**src/shared/sims_pkg.sv**
```systemverilog
// Purpose: shared constants and state types for the DRAM init and mode-set block
// Assumes: one core clock, command pins sampled on its rising edge
// Notes:   register map, mode-register field positions and burst encodings
package sims_pkg;

    // ************************************************************
    // widths and register map
    // ************************************************************
    localparam int         ADDR_W      = 14;
    localparam int         REG_AW      = 8;
    localparam int         REG_DW      = 32;
    localparam logic [7:0] OFF_CTRL    = 8'h00;
    localparam logic [7:0] OFF_STATUS  = 8'h04;
    localparam logic [7:0] OFF_MODE_ZERO  = 8'h08;
    localparam logic [7:0] OFF_MODE_ONE   = 8'h0C;
    localparam logic [7:0] OFF_MODE_TWO   = 8'h10;
    localparam logic [7:0] OFF_MODE_THREE = 8'h14;

    // control and status bit positions
    localparam int         CTRL_CHECK_BIT = 0;
    localparam logic       CTRL_CHECK_RST = 1'b1;
    localparam int         STAT_TERM_BIT  = 0;
    localparam int         STAT_ERR_BIT   = 1;
    localparam int         STAT_DLL_BIT   = 2;
    localparam int         STAT_CKE_BIT   = 3;
    localparam int         STAT_WR_LSB    = 4;

    // ************************************************************
    // mode register selects and fields
    // ************************************************************
    localparam logic [1:0] SEL_ZERO    = 2'h0;
    localparam logic [1:0] SEL_ONE     = 2'h1;
    localparam logic [1:0] SEL_TWO     = 2'h2;
    localparam logic [1:0] SEL_THREE   = 2'h3;
    localparam int         BA_RSV_BIT  = 2;
    localparam int         BL_LSB      = 0;
    localparam int         BT_BIT      = 3;
    localparam int         DLL_RST_BIT = 8;
    localparam int         RSV_TOP_BIT = 13;
    localparam int         DLL_OFF_BIT = 0;
    localparam int         CHOP_SEL_BIT = 12;
    localparam logic [1:0] BL_FIXED8   = 2'h0;
    localparam logic [1:0] BL_OTF      = 2'h1;
    localparam logic [1:0] BL_FIXED4   = 2'h2;
    localparam logic [2:0] LAST_BEAT   = 3'h7;

    // ************************************************************
    // state types
    // ************************************************************
    typedef struct packed {
        logic                   cke_seen;
        logic                   term;
        logic [3:0][ADDR_W-1:0] mr;
        logic [3:0]             written;
        logic                   dll_en;
        logic                   dll_rst;
        logic                   err;
        logic                   check_en;
        logic [REG_DW-1:0]      rdata;
        logic                   start;
        logic                   is_read;
        logic                   chop;
        logic                   interleave;
        logic [2:0]             col;
    } sims_ctl_t;

    typedef struct packed {
        logic       run;
        logic [2:0] cnt;
        logic       read;
        logic       chop;
        logic       interleave;
        logic [2:0] base;
        logic       valid;
        logic [2:0] beat_col;
        logic       drive;
        logic       take;
    } sims_seq_t;

endpackage

```
**src/shared/sims_burst_if.sv**
```systemverilog
// Purpose: carrier between the command decoder and the burst sequencer
// Assumes: all signals are flip-flop outputs of the driving module
// Notes:   ctl drives the burst request, seq drives the beat outputs
`timescale 1ns/1ps
interface sims_burst_if;
    logic       start;
    logic       is_read;
    logic       chop;
    logic       interleave;
    logic [2:0] col;
    logic       valid;
    logic [2:0] beat_col;
    logic       drive;
    logic       take;

    modport ctl (output start, is_read, chop, interleave, col, input valid, beat_col, drive, take);
    modport seq (input start, is_read, chop, interleave, col, output valid, beat_col, drive, take);
endinterface

```
**src/rtl/sims_burst_seq.sv**
```systemverilog
// Purpose: steps through the eight beats of a read or write burst
// Assumes: one beat per core clock, a new request restarts the burst
// Notes:   beat outputs are registered
`timescale 1ns/1ps
module sims_burst_seq
    import sims_pkg::*;
(
    input  wire logic    clk_i,
    input  wire logic    reset_n_i,
    sims_burst_if.seq    bus
);

    sims_seq_t  sq_r;
    sims_seq_t  sq_nxt;
    logic [2:0] idx;
    logic       go;
    logic [1:0] low;

    // ************************************************************
    // beat ordering
    // ************************************************************
    always_comb
    begin
        sq_nxt = sq_r;
        idx    = sq_r.cnt;
        if (bus.start)
        begin
            sq_nxt.read       = bus.is_read;
            sq_nxt.chop       = bus.chop;
            sq_nxt.interleave = bus.interleave;
            sq_nxt.base       = bus.col;
            idx               = 3'h0;
        end
        go = bus.start | sq_r.run;
        // interleaved xors, sequential wraps the low two bits
        if (sq_nxt.interleave)
            low = sq_nxt.base[1:0] ^ idx[1:0];
        else
            low = sq_nxt.base[1:0] + idx[1:0];
        sq_nxt.valid = go;
        sq_nxt.drive = go & sq_nxt.read & (~sq_nxt.chop | ~idx[2]);   // chopped tail is high-z
        sq_nxt.take  = go & ~sq_nxt.read & (~sq_nxt.chop | ~idx[2]);  // chopped tail ignored
        if (go)
        begin
            if (sq_nxt.read)
                sq_nxt.beat_col = {sq_nxt.base[2] ^ (idx[2] & ~sq_nxt.chop), low};
            else if (sq_nxt.chop)
                sq_nxt.beat_col = {sq_nxt.base[2], idx[1:0]};  // write half chosen by a2
            else
                sq_nxt.beat_col = idx;                         // full write from column 0
            sq_nxt.cnt = idx + 3'h1;
            sq_nxt.run = (idx != LAST_BEAT);
        end
    end

    // state register
    always_ff @(posedge clk_i)
    begin
        if (!reset_n_i)
            sq_r <= '0;
        else
            sq_r <= sq_nxt;
    end

    assign bus.valid    = sq_r.valid;
    assign bus.beat_col = sq_r.beat_col;
    assign bus.drive    = sq_r.drive;
    assign bus.take     = sq_r.take;
endmodule

```
**src/rtl/sims_top.sv**
```systemverilog
// Purpose: reset, termination hold-off and mode-register state of a DDR DRAM device
// Assumes: command pins and clock enable synchronous to the core clock
// Notes:   bursts run one beat per core clock; registers reachable over a plain port
`timescale 1ns/1ps

// ************************************************************
// device logic
// ************************************************************
// Function
// - termination stays high-z under reset and until clock enable seen high.
// - bank code two selects register two, code three selects register three.
// - bank code one selects register one; A0 low enables the delay loop.
// - bank code zero selects register zero; A8 resets the loop; BA2, A13 zero.
// - mode set and delay-loop reset never alter stored array data.
// - register-zero bit A3 chooses sequential or interleaved burst order.
// - bits A0-A1 choose fixed chop, fixed eight or per-command selection via A12.
// - eight-beat read order from A2..A0, sequential wrap or interleaved xor.
// - chopped reads high-z last four beats; writes ignore low column bits.
module sims_top
    import sims_pkg::*;
(
    input  wire logic              CORE_CLK_I,
    input  wire logic              RESET_N_I,
    input  wire logic              CKE_I,
    input  wire logic              TERM_CTRL_I,
    input  wire logic              CS_N_I,
    input  wire logic              RAS_N_I,
    input  wire logic              CAS_N_I,
    input  wire logic              WE_N_I,
    input  wire logic [2:0]        BA_I,
    input  wire logic [ADDR_W-1:0] ADDR_I,
    input  wire logic [REG_AW-1:0] REG_ADDR_I,
    input  wire logic [REG_DW-1:0] REG_WDATA_I,
    input  wire logic              REG_WR_I,
    input  wire logic              REG_RD_I,
    output logic [REG_DW-1:0]      REG_RDATA_O,
    output logic                   TERM_ACTIVE_O,
    output logic                   DLL_ENABLE_O,
    output logic                   DLL_RESET_O,
    output logic                   BEAT_VALID_O,
    output logic [2:0]             BEAT_COL_O,
    output logic                   BEAT_DRIVE_O,
    output logic                   BEAT_TAKE_O
);

    sims_ctl_t   st_r;
    sims_ctl_t   st_nxt;
    logic        cmd_ok;
    logic        is_mset;
    logic        is_rw;
    logic        rsv_bad;
    logic [1:0]  sel;
    logic [1:0]  bl;
    logic [REG_DW-1:0] status;

    sims_burst_if bus ();

    // ************************************************************
    // command decode and state update
    // ************************************************************
    always_comb
    begin
        st_nxt = st_r;
        sel    = BA_I[1:0];
        bl     = st_r.mr[SEL_ZERO][BL_LSB +: 2];
        // commands count only once clock enable is registered and high
        cmd_ok  = CKE_I && st_r.cke_seen && !CS_N_I;
        is_mset = cmd_ok && !RAS_N_I && !CAS_N_I && !WE_N_I;
        is_rw   = cmd_ok && RAS_N_I && !CAS_N_I;
        // reserved bank bit or top address bit of register zero set
        rsv_bad = is_mset && (BA_I[BA_RSV_BIT] || (sel == SEL_ZERO && ADDR_I[RSV_TOP_BIT]));

        // termination released only after clock enable is seen high
        st_nxt.cke_seen = st_r.cke_seen | CKE_I;
        st_nxt.term     = (st_r.cke_seen | CKE_I) & TERM_CTRL_I;

        // mode set overwrites the whole register; array state untouched
        st_nxt.dll_rst = 1'b0;
        if (is_mset && !BA_I[BA_RSV_BIT])
        begin
            st_nxt.mr[sel]      = ADDR_I;
            st_nxt.written[sel] = 1'b1;
            if (sel == SEL_ZERO)
            begin
                st_nxt.dll_rst                     = ADDR_I[DLL_RST_BIT];
                st_nxt.mr[SEL_ZERO][DLL_RST_BIT]   = 1'b0;                  // self-clearing
            end
        end
        // delay loop enabled by A0 low in register one
        st_nxt.dll_en = st_nxt.written[SEL_ONE] & ~st_nxt.mr[SEL_ONE][DLL_OFF_BIT];

        // burst request; length from register zero or per command
        st_nxt.start      = is_rw;
        st_nxt.is_read    = WE_N_I;
        st_nxt.chop       = (bl == BL_FIXED4) || (bl == BL_OTF && !ADDR_I[CHOP_SEL_BIT]);
        st_nxt.interleave = st_r.mr[SEL_ZERO][BT_BIT];
        st_nxt.col        = ADDR_I[2:0];

        // control write and sticky error, set wins over clear
        if (REG_WR_I && REG_ADDR_I == OFF_CTRL)
            st_nxt.check_en = REG_WDATA_I[CTRL_CHECK_BIT];
        if (REG_WR_I && REG_ADDR_I == OFF_STATUS && REG_WDATA_I[STAT_ERR_BIT])
            st_nxt.err = 1'b0;
        if (rsv_bad && st_r.check_en)
            st_nxt.err = 1'b1;

        // read data valid only in the cycle after the strobe
        status                          = '0;
        status[STAT_TERM_BIT]           = st_r.term;
        status[STAT_ERR_BIT]            = st_r.err;
        status[STAT_DLL_BIT]            = st_r.dll_en;
        status[STAT_CKE_BIT]            = st_r.cke_seen;
        status[STAT_WR_LSB +: 4]        = st_r.written;
        st_nxt.rdata = '0;
        if (REG_RD_I)
        begin
            unique case (REG_ADDR_I)
                OFF_CTRL:   st_nxt.rdata = {{(REG_DW-1){1'b0}}, st_r.check_en};
                OFF_STATUS: st_nxt.rdata = status;
                OFF_MODE_ZERO:  st_nxt.rdata = {{(REG_DW-ADDR_W){1'b0}}, st_r.mr[SEL_ZERO]};
                OFF_MODE_ONE:   st_nxt.rdata = {{(REG_DW-ADDR_W){1'b0}}, st_r.mr[SEL_ONE]};
                OFF_MODE_TWO:   st_nxt.rdata = {{(REG_DW-ADDR_W){1'b0}}, st_r.mr[SEL_TWO]};
                OFF_MODE_THREE: st_nxt.rdata = {{(REG_DW-ADDR_W){1'b0}}, st_r.mr[SEL_THREE]};
                default:    st_nxt.rdata = '0;            // unmapped reads zero
            endcase
        end
    end

    // ************************************************************
    // state register
    // ************************************************************
    always_ff @(posedge CORE_CLK_I)
    begin
        if (!RESET_N_I)
        begin
            st_r          <= '0;
            st_r.check_en <= CTRL_CHECK_RST;
        end
        else
            st_r <= st_nxt;
    end

    // burst request toward the sequencer
    assign bus.start      = st_r.start;
    assign bus.is_read    = st_r.is_read;
    assign bus.chop       = st_r.chop;
    assign bus.interleave = st_r.interleave;
    assign bus.col        = st_r.col;

    sims_burst_seq u_seq
    (
        .clk_i     (CORE_CLK_I),
        .reset_n_i (RESET_N_I),
        .bus       (bus)
    );

    // outputs straight from flip-flops
    assign REG_RDATA_O   = st_r.rdata;
    assign TERM_ACTIVE_O = st_r.term;
    assign DLL_ENABLE_O  = st_r.dll_en;
    assign DLL_RESET_O   = st_r.dll_rst;
    assign BEAT_VALID_O  = bus.valid;
    assign BEAT_COL_O    = bus.beat_col;
    assign BEAT_DRIVE_O  = bus.drive;
    assign BEAT_TAKE_O   = bus.take;
endmodule

```
**config.mk**
```make
export PLATFORM = sky130hd
export DESIGN_NAME = sims_top
export DESIGN_NICKNAME = d
export VERILOG_FILES = /design/src/shared/sims_pkg.sv /design/src/shared/sims_burst_if.sv /design/src/rtl/sims_burst_seq.sv /design/src/rtl/sims_top.sv
export SDC_FILE = /design/constraint.sdc
export NUM_CORES = 1
export LEC_CHECK = 0
export ABC_CLOCK_PERIOD_IN_PS = 1900
export BUFFER_PORTS_ARGS = -buffer_cell sky130_fd_sc_hd__buf_4
export CAP_MARGIN = 25
export CORE_MARGIN = 1
export CORE_UTILIZATION = 48
export DETAILED_ROUTE_END_ITERATION = 10
export PLACE_DENSITY = 0.8
export RECOVER_POWER = 25
export SYNTH_ARGS = -nofsm -noshare
export SYNTH_HDL_FRONTEND = slang
export SYNTH_SLANG_ARGS = --single-unit
```
**constraint.sdc**
```tcl
create_clock -name CORE_CLK_I -period 1.9 [get_ports CORE_CLK_I]
set_input_delay 0.19 -clock CORE_CLK_I [delete_from_list [all_inputs] [get_ports CORE_CLK_I]]
set_output_delay 0.19 -clock CORE_CLK_I [all_outputs]
set_load 0.02 [all_outputs]
```
==> impl_results.md, run 1 <==
* Final setup viols at 0
* Syn Inst Count at roughly 480
* Layout cells sized above 1 at 0.194
* Final TNS setup at 0 ps
* Pin count of the biggest net entering global routing at 43
* Compound-cell area share of the yosys netlist at 0.151
* Xor and xnor area share after synthesis at 0.00583
* FF-to-FF path depth at 6
* CP arrival at between 2000 and 2500 ps
* Register-to-Register Setup Slack at 170 ps
* Root buf cell: clkbuf_8
* Finished Layout Cells at slightly above 600
* Layout area overhead at 8.17%
* Post-synthesis simple-gate area fraction at 0.193
* Post-DP Area at around 0.0047 mm²
* Critical Path Sink Type: flop
* Drt wl/cell at 15.3 µm
* CTS Buf Count at 9
* Kind of start point of the critical path: flop
* Post-synth EDFFs at 0
* Max IR drop VDD at 0.431 mV
* Slew Viols, Final at 0
* Fin crit period at 1730 ps
* Ranking of synthesized cells by area: dfxtp_1 46%, nand3_1 6.8%, buf_4 6.2%
* Bufs on Longest Clock Path at 2
* ANT nets after route at 0
* Total GRT Usage at 0.201
* Post-synthesis cell area at 0.00450 mm²
* Worst EP required at 2190 ps
* Std cell rows at 34
* DP HPWL at 6390 µm
* Final instance area at 0.00487 mm²
* I/O pin count at 108
* Largest family of logic cells by synthesized area: simple AND/OR/NAND/NOR gates
* Syn. warnings at 0
* Total number of vias at 3464
* Nets@finish at around 580
* First-pass GRT wire length at 15500 µm
* F_max at 579 MHz
* N_diodes at 0
* Vias/cell at 5.60
* Final hold vios at 0
* Die Y at approximately 99 µm
* LEAKAGE at about 0.0019 µW
* Most frequent cells in the layout: 103 x dfxtp_1, 61 x nand3_1, 53 x o21ai_0, 48 x buf_4, 28 x nand2_1
* Chip Width at 98.9 µm
* CTS tree: done
* Worst Hold Depth at 2
* Overall power at 3850 µW
* WHS Endpoint: TERM_ACTIVE_O
* HP Class: input pin to flop
* Critical path fanouts, max at 3
* Max-Cap Viols at 0
* Rel. slew slack at 0.242
* Initial antenna violation count at 0
* Period utilization at 0.910
* Most common cell after layout, fill and taps aside: dfxtp_1
* Post-CTS Repair Setup Buffers at 0
* Yosys reg bits at 103
* Post-synth top area share at 0.458
* DP Cell Count at 603
* Post-CTS Hold Fix Bufs at 0
* Synthesized area per cell at 9.36 µm²
* Slowest cell on the critical path: dfxtp_1
* Post-synthesis cell type count at 54
* Post-synth ARST share at 0
* Routed Wire Length at 9470 µm
* Clock-pin slew on the worst setup and hold paths at around 100 ps
* Clk_lat worst skew at between 300 and 400 ps
* Critical R2R Launch: bus.start
* Core Footprint at 0.00889 mm²
* Min-delay src: TERM_CTRL_I
* Primary FF master, synth: dfxtp_1
* CTS H-Tree Depth at 3
* Mux contribution to synthesized area at 0.0706
* Vias in the first global route at roughly 3300
* GPL Wtd Cong at 0.756
* Starting Density at 0.507
* Seq/Total Area, Yosys at 0.458
* IO buf count at 59
* Post-route DRC at 0
* Yosys top cell by area: dfxtp_1
* Worst-Margin Slew at ~1100 ps
* Reg-to-Reg End: u_seq.bus.beat_col[1]
* Final hold slack at 34.9 ps
* DR iter-0 viols at 284
* Grt ovf at 0
* CTS sink count at 103
* Area share of fa/ha/maj cells after synthesis at 0.00833
* DIE AREA at 0.00978 mm²
* Crit-path cells: mux2_2 > ha_1 > nor2b_1 > xnor2_1 > or3_1 > a31oi_1
* Final setup skew at 8.69 ps
* RSZ-0062 raised after global routing: no
* Post_cts resized at 0
* Power Dens Cells at 791 mW/mm²
* CP max stage delay at 370 ps
* WS Path Type: flop to flop
* Status: completed
* Drt first pass iters at 5
* Fillers at 796
[critical path, delay by kind of cell (launching register included)]
| kind | cells | cell delay, ps |
|---|---|---|
| AOI/OAI and AO/OA | 1 | 150 |
| xor gates and xnor gates | 1 | 130 |
| adders and majority gates | 1 | 210 |
| DFF | 1 | 370 |
| muxes | 1 | 360 |
| and+or+nand+nor | 2 | 440 |
[metal layers]
metal / part of all wire / global-route usage / vias to the layer above
met1: 0.47 / 0.274 / 1665
met4: 0.021 / 0.0873 / 0
met3: 0.054 / 0.0355 / 13
li1: - / - / 1682
met5: 0 / 0 / -
met2: 0.46 / 0.314 / 104
[synthesized netlist by cell type, types with 2 or more instances]
| master | count |
|---|---|
| clkbuf_1 | 8 |
| a21boi_0 | 4 |
| nand2_1 | 28 |
| nor2_1 | 18 |
| nor2b_1 | 16 |
| o21a_1 | 5 |
| buf_4 | 37 |
| o21ai_1 | 9 |
| a31oi_1 | 3 |
| and3_1 | 2 |
| buf_1 | 8 |
| nand3b_1 | 3 |
| and4b_1 | 2 |
| inv_1 | 9 |
| a211o_1 | 3 |
| and2_1 | 5 |
| buf_6 | 8 |
| xnor2_1 | 2 |
| ha_1 | 3 |
| a22oi_1 | 8 |
| nand3_1 | 61 |
| a21boi_1 | 4 |
| o21ai_0 | 53 |
| a221oi_1 | 5 |
| mux2i_1 | 7 |
| nor3b_1 | 3 |
| nand4b_1 | 4 |
| buf_2 | 9 |
| nand4b_2 | 2 |
| or2_1 | 2 |
| mux2_2 | 20 |
| a211o_2 | 2 |
| a21oi_1 | 3 |
| dfxtp_1 | 103 |
| a21oi_2 | 3 |
[worst max-delay path by stage]
| stage | end | depth (start not counted) | start | slack [ps] |
|---|---|---|---|---|
| 4_1_cts | u_seq.bus.beat_col[1] | 6 | bus.start | 170 |
| 2_1_floorplan | u_seq.bus.beat_col[1] | 7 | bus.start | 40 |
| 6_report | u_seq.bus.beat_col[1] | 6 | bus.start | 170 |
| 5_1_grt | u_seq.bus.beat_col[1] | 6 | bus.start | 50 |
| 3_5_place_dp | u_seq.bus.beat_col[1] | 6 | bus.start | 210 |
| 3_3_place_gp | u_seq.bus.beat_col[1] | 6 | bus.start | 220 |
[logic make-up (layout without fill, tap and decap cells)]
group,count (synthesis),in the layout
flip-flops,103,103
multiplexers,28,28
AND/OR/NAND/NOR,156,156
XOR/XNOR,3,3
buffers and inverters,79,92
AO/OA/AOI/OAI,108,108
adder cells (fa/ha/maj),3,3
other,1,18
[report_power, final]
| group | total [µW] | switching, µW | internal (µW) |
|---|---|---|---|
| logic | 248 | 155 | 93.3 |
| clock network | 1430 | 768 | 662 |
| registers | 2180 | 7.46 | 2170 |
| total | 3850 | 930 | 2920 |
[stage by stage]
stage	util	worst slack, ps
2_1_floorplan	-	40.8
3_3_place_gp	0.532	223
3_5_place_dp	0.532	208
4_1_cts	0.556	172
5_1_grt	0.548	50.9
6_report	0.548	172
[area by class of cell]
cell class,instances,area [µm²],area share
Inverter,9,33.8,0.00693
Sequential cell,103,2060,0.423
Clock inverter,6,72.6,0.0149
Clock buffer,10,138,0.0282
Tap cell,108,135,0.0277
Timing Repair Buffer,67,432,0.0886
Multi-Input combinational cell,316,2000,0.410
[state kept, by name (all words and copies together), names as in the netlist, 2 cells and up]
signal              cells
u_seq.sq_r             10
bus.col                 3
bl                      2
st_r                   60
REG_RDATA_O            14
u_seq.bus.beat_col      3
Note: power is estimated with default switching activity, not from simulation.
==> run 2: changes to the inputs <==
--- a/config.mk
+++ b/config.mk
@@ -9,9 +9,10 @@
 export BUFFER_PORTS_ARGS = -buffer_cell sky130_fd_sc_hd__buf_4
 export CAP_MARGIN = 25
 export CORE_MARGIN = 1
-export CORE_UTILIZATION = 48
+export CORE_UTILIZATION = 35
 export DETAILED_ROUTE_END_ITERATION = 10
-export PLACE_DENSITY = 0.8
+export GPL_TIMING_DRIVEN = 0
+export PLACE_DENSITY = 0.62
 export RECOVER_POWER = 25
 export SYNTH_ARGS = -nofsm -noshare
 export SYNTH_HDL_FRONTEND = slang
==> impl_results.md, run 2 (synthesized netlist as in run 1, its figures left out) <==
* Status: completed (unchanged)
* Fin crit period at 1810 ps (was 1730 ps)
* Post-route DRC at 0 (unchanged)
* RSZ-0062 raised after global routing: no (unchanged)
* Rel. slew slack at 0.490 (was 0.242)
* Switching power total at 1030 µW (was 930 µW)
* ANT nets after route at 0 (unchanged)
* Final hold vios at 0 (unchanged)
* Clock Power Share at 0.428 (was 0.371)
* Total GRT Usage at 0.198 (was 0.201)
* Worst-Margin Slew at 765 ps (was 1140 ps)
* Slew Viols, Final at 0 (unchanged)
* Most frequent cells in the layout: 102 x dfxtp_1, 81 x buf_4, 61 x nand3_1, 53 x o21ai_0, 29 x nand2_1 (was 103 x dfxtp_1, 61 x nand3_1, 53 x o21ai_0, 48 x buf_4, 28 x nand2_1)
* GPL Wtd Cong at 0.874 (was 0.756)
* HP Class: input pin to flop (unchanged)
* Drt wl/cell at 16.8 µm (was 15.3 µm)
* Final TNS setup at 0 ps (unchanged)
* Most common cell after layout, fill and taps aside: dfxtp_1 (unchanged)
* Vias/cell at 5.16 (was 5.60)
* FF-to-FF path depth at 7 (was 6)
* Nets@finish at 637 (was 576)
* Post-CTS Hold Fix Bufs at 0 (unchanged)
* Overall power at 4350 µW (was 3850 µW)
* Clk_lat worst skew at 340 ps (was 360 ps)
* Period utilization at 0.950 (was 0.910)
* Total number of vias at 3842 (was 3464)
* Core Footprint at 0.0126 mm² (was 0.00889 mm²)
* Critical Path Sink Type: flop (unchanged)
* IO buf count at 57 (was 59)
* Internal at 3320 µW (was 2920 µW)
* Bufs on Longest Clock Path at 2 (unchanged)
* Clock-pin slew on the worst setup and hold paths at 70 ps (was 100 ps)
* Final setup skew at 6.24 ps (was 8.69 ps)
* Starting Density at 0.358 (was 0.507)
* DIE AREA at 0.0133 mm² (was 0.00978 mm²)
* Die Y at 115 µm (was 98.9 µm)
* CP arrival at 2070 ps (was 2010 ps)
* First-pass GRT wire length at 19600 µm (was 15500 µm)
* Vias in the first global route at 3583 (was 3268)
* DP HPWL at 8730 µm (was 6390 µm)
* WHS Endpoint: st_r[39] (was TERM_ACTIVE_O)
* WS Path Type: flop to flop (unchanged)
* Pin count of the biggest net entering global routing at 18 (was 43)
* Layout cells sized above 1 at 0.257 (was 0.194)
* Std cell rows at 41 (was 34)
* Initial antenna violation count at 0 (unchanged)
* Grt ovf at 0 (unchanged)
* CTS sink count at 103 (unchanged)
* Kind of start point of the critical path: flop (unchanged)
* Worst Hold Depth at 3 (was 2)
* Combinational power share at 0.072 (was 0.064)
* Drt first pass iters at 5 (unchanged)
* Critical R2R Launch: bus.start (unchanged)
* N_diodes at 0 (unchanged)
* Final setup viols at 0 (unchanged)
* Largest register by flop count: st_r (unchanged)
* Max-Cap Viols at 0 (unchanged)
* Root buf cell: clkbuf_16 (was clkbuf_8)
* Power Dens Cells at 797 mW/mm² (was 791 mW/mm²)
* Chip Width at 115 µm (was 98.9 µm)
* Layout area overhead at 21.3% (was 8.17%)
* Max FFs per register at 60 (unchanged)
* Worst EP required at 2170 ps (was 2190 ps)
* Net Sw Frac at 0.237 (was 0.241)
* Max IR drop VDD at 0.562 mV (was 0.431 mV)
* I/O pin count at 108 (unchanged)
* F_max at 554 MHz (was 579 MHz)
* CTS Buf Count at 9 (unchanged)
* CTS tree: done (unchanged)
* Register share of total power at 0.500 (was 0.565)
* Critical path fanouts, max at 4 (was 3)
* Routed Wire Length at 12500 µm (was 9470 µm)
* Final hold slack at 62.5 ps (was 34.9 ps)
* LEAKAGE at 0.00219 µW (was 0.00187 µW)
* Register-to-Register Setup Slack at 90 ps (was 170 ps)
* CTS H-Tree Depth at 3 (unchanged)
* DR iter-0 viols at 274 (was 284)
* Min-delay src: REG_WDATA_I[0] (was TERM_CTRL_I)
* Reg-to-Reg End: u_seq.bus.beat_col[1] (unchanged)
## run 2: cell count changes in the layout (fill, tap and decap cells not counted), sizes merged
cell	delta
clkbuf	+4
buf	+56
clkinv	+3
inv	-2
## run 2: timing repair
item,in CTS,in global routing
setup buffers,1,0
endpoints found under the setup margin,1,1
resized for setup,3,1
## run 2: final cells by class
| cell class | instances | area (µm²) |
|---|---|---|
| clock buffer | 9 | 225 |
| buffer | 70 | 478 |
| tap | 172 | 215 |
| sequential | 103 | 2070 |
| clock inverter | 7 | 72.6 |
| fill | 1245 | 7110 |
| inverter | 9 | 33.8 |
| multi-input combinational | 316 | 1990 |
| timing repair buffer | 58 | 383 |
## run 2: critical path, stage by stage (launching register included)
cell	delay [ps]
dfxtp_4	370
buf_6	90
mux2_2	330
ha_1	210
nor2b_1	140
xnor2_1	130
or3_1	310
a31oi_1	160
## run 2: metal layers
layer  vias up  GRT usage  part of all wire
li1       1808          -                 -
met1      1826      0.275              0.43
met2       180      0.297              0.45
met3        28     0.0465             0.087
met4         0     0.0771             0.032
met5         -          0                 0
## run 2: how the worst max path moves through the flow
stage	start	endpoint	slack, ps	cells past startpoint
5_1_grt	bus.start	u_seq.bus.beat_col[1]	9	7
3_5_place_dp	bus.start	u_seq.bus.beat_col[1]	-130	7
4_1_cts	bus.start	u_seq.bus.beat_col[1]	70	7
3_3_place_gp	bus.start	u_seq.bus.beat_col[1]	-120	7
6_report	bus.start	u_seq.bus.beat_col[1]	90	7
2_1_floorplan	bus.start	u_seq.bus.beat_col[1]	40	7
## run 2: power by group through the flow
stage	logic, µW	clock network, µW	registers (µW)
after CTS	314	1870	2180
after global routing	339	1960	2170
after detailed placement	313	0	2230
after global placement	310	0	2230
final	314	1860	2170
after floorplan	185	0	2220
## run 2: stage by stage
| step | util | instances | worst slack [ps] | cell area, µm² |
|---|---|---|---|---|
| finish | 0.435 | 744 | 94.5 | 5460 |
| CTS | 0.440 | 744 | 68.3 | 5520 |
| global route | 0.435 | 744 | 8.93 | 5460 |
| global placement | 0.415 | 727 | -123 | 5210 |
| detailed placement | 0.415 | 727 | -134 | 5210 |
| floorplan | - | 498 | 40.8 | 4570 |
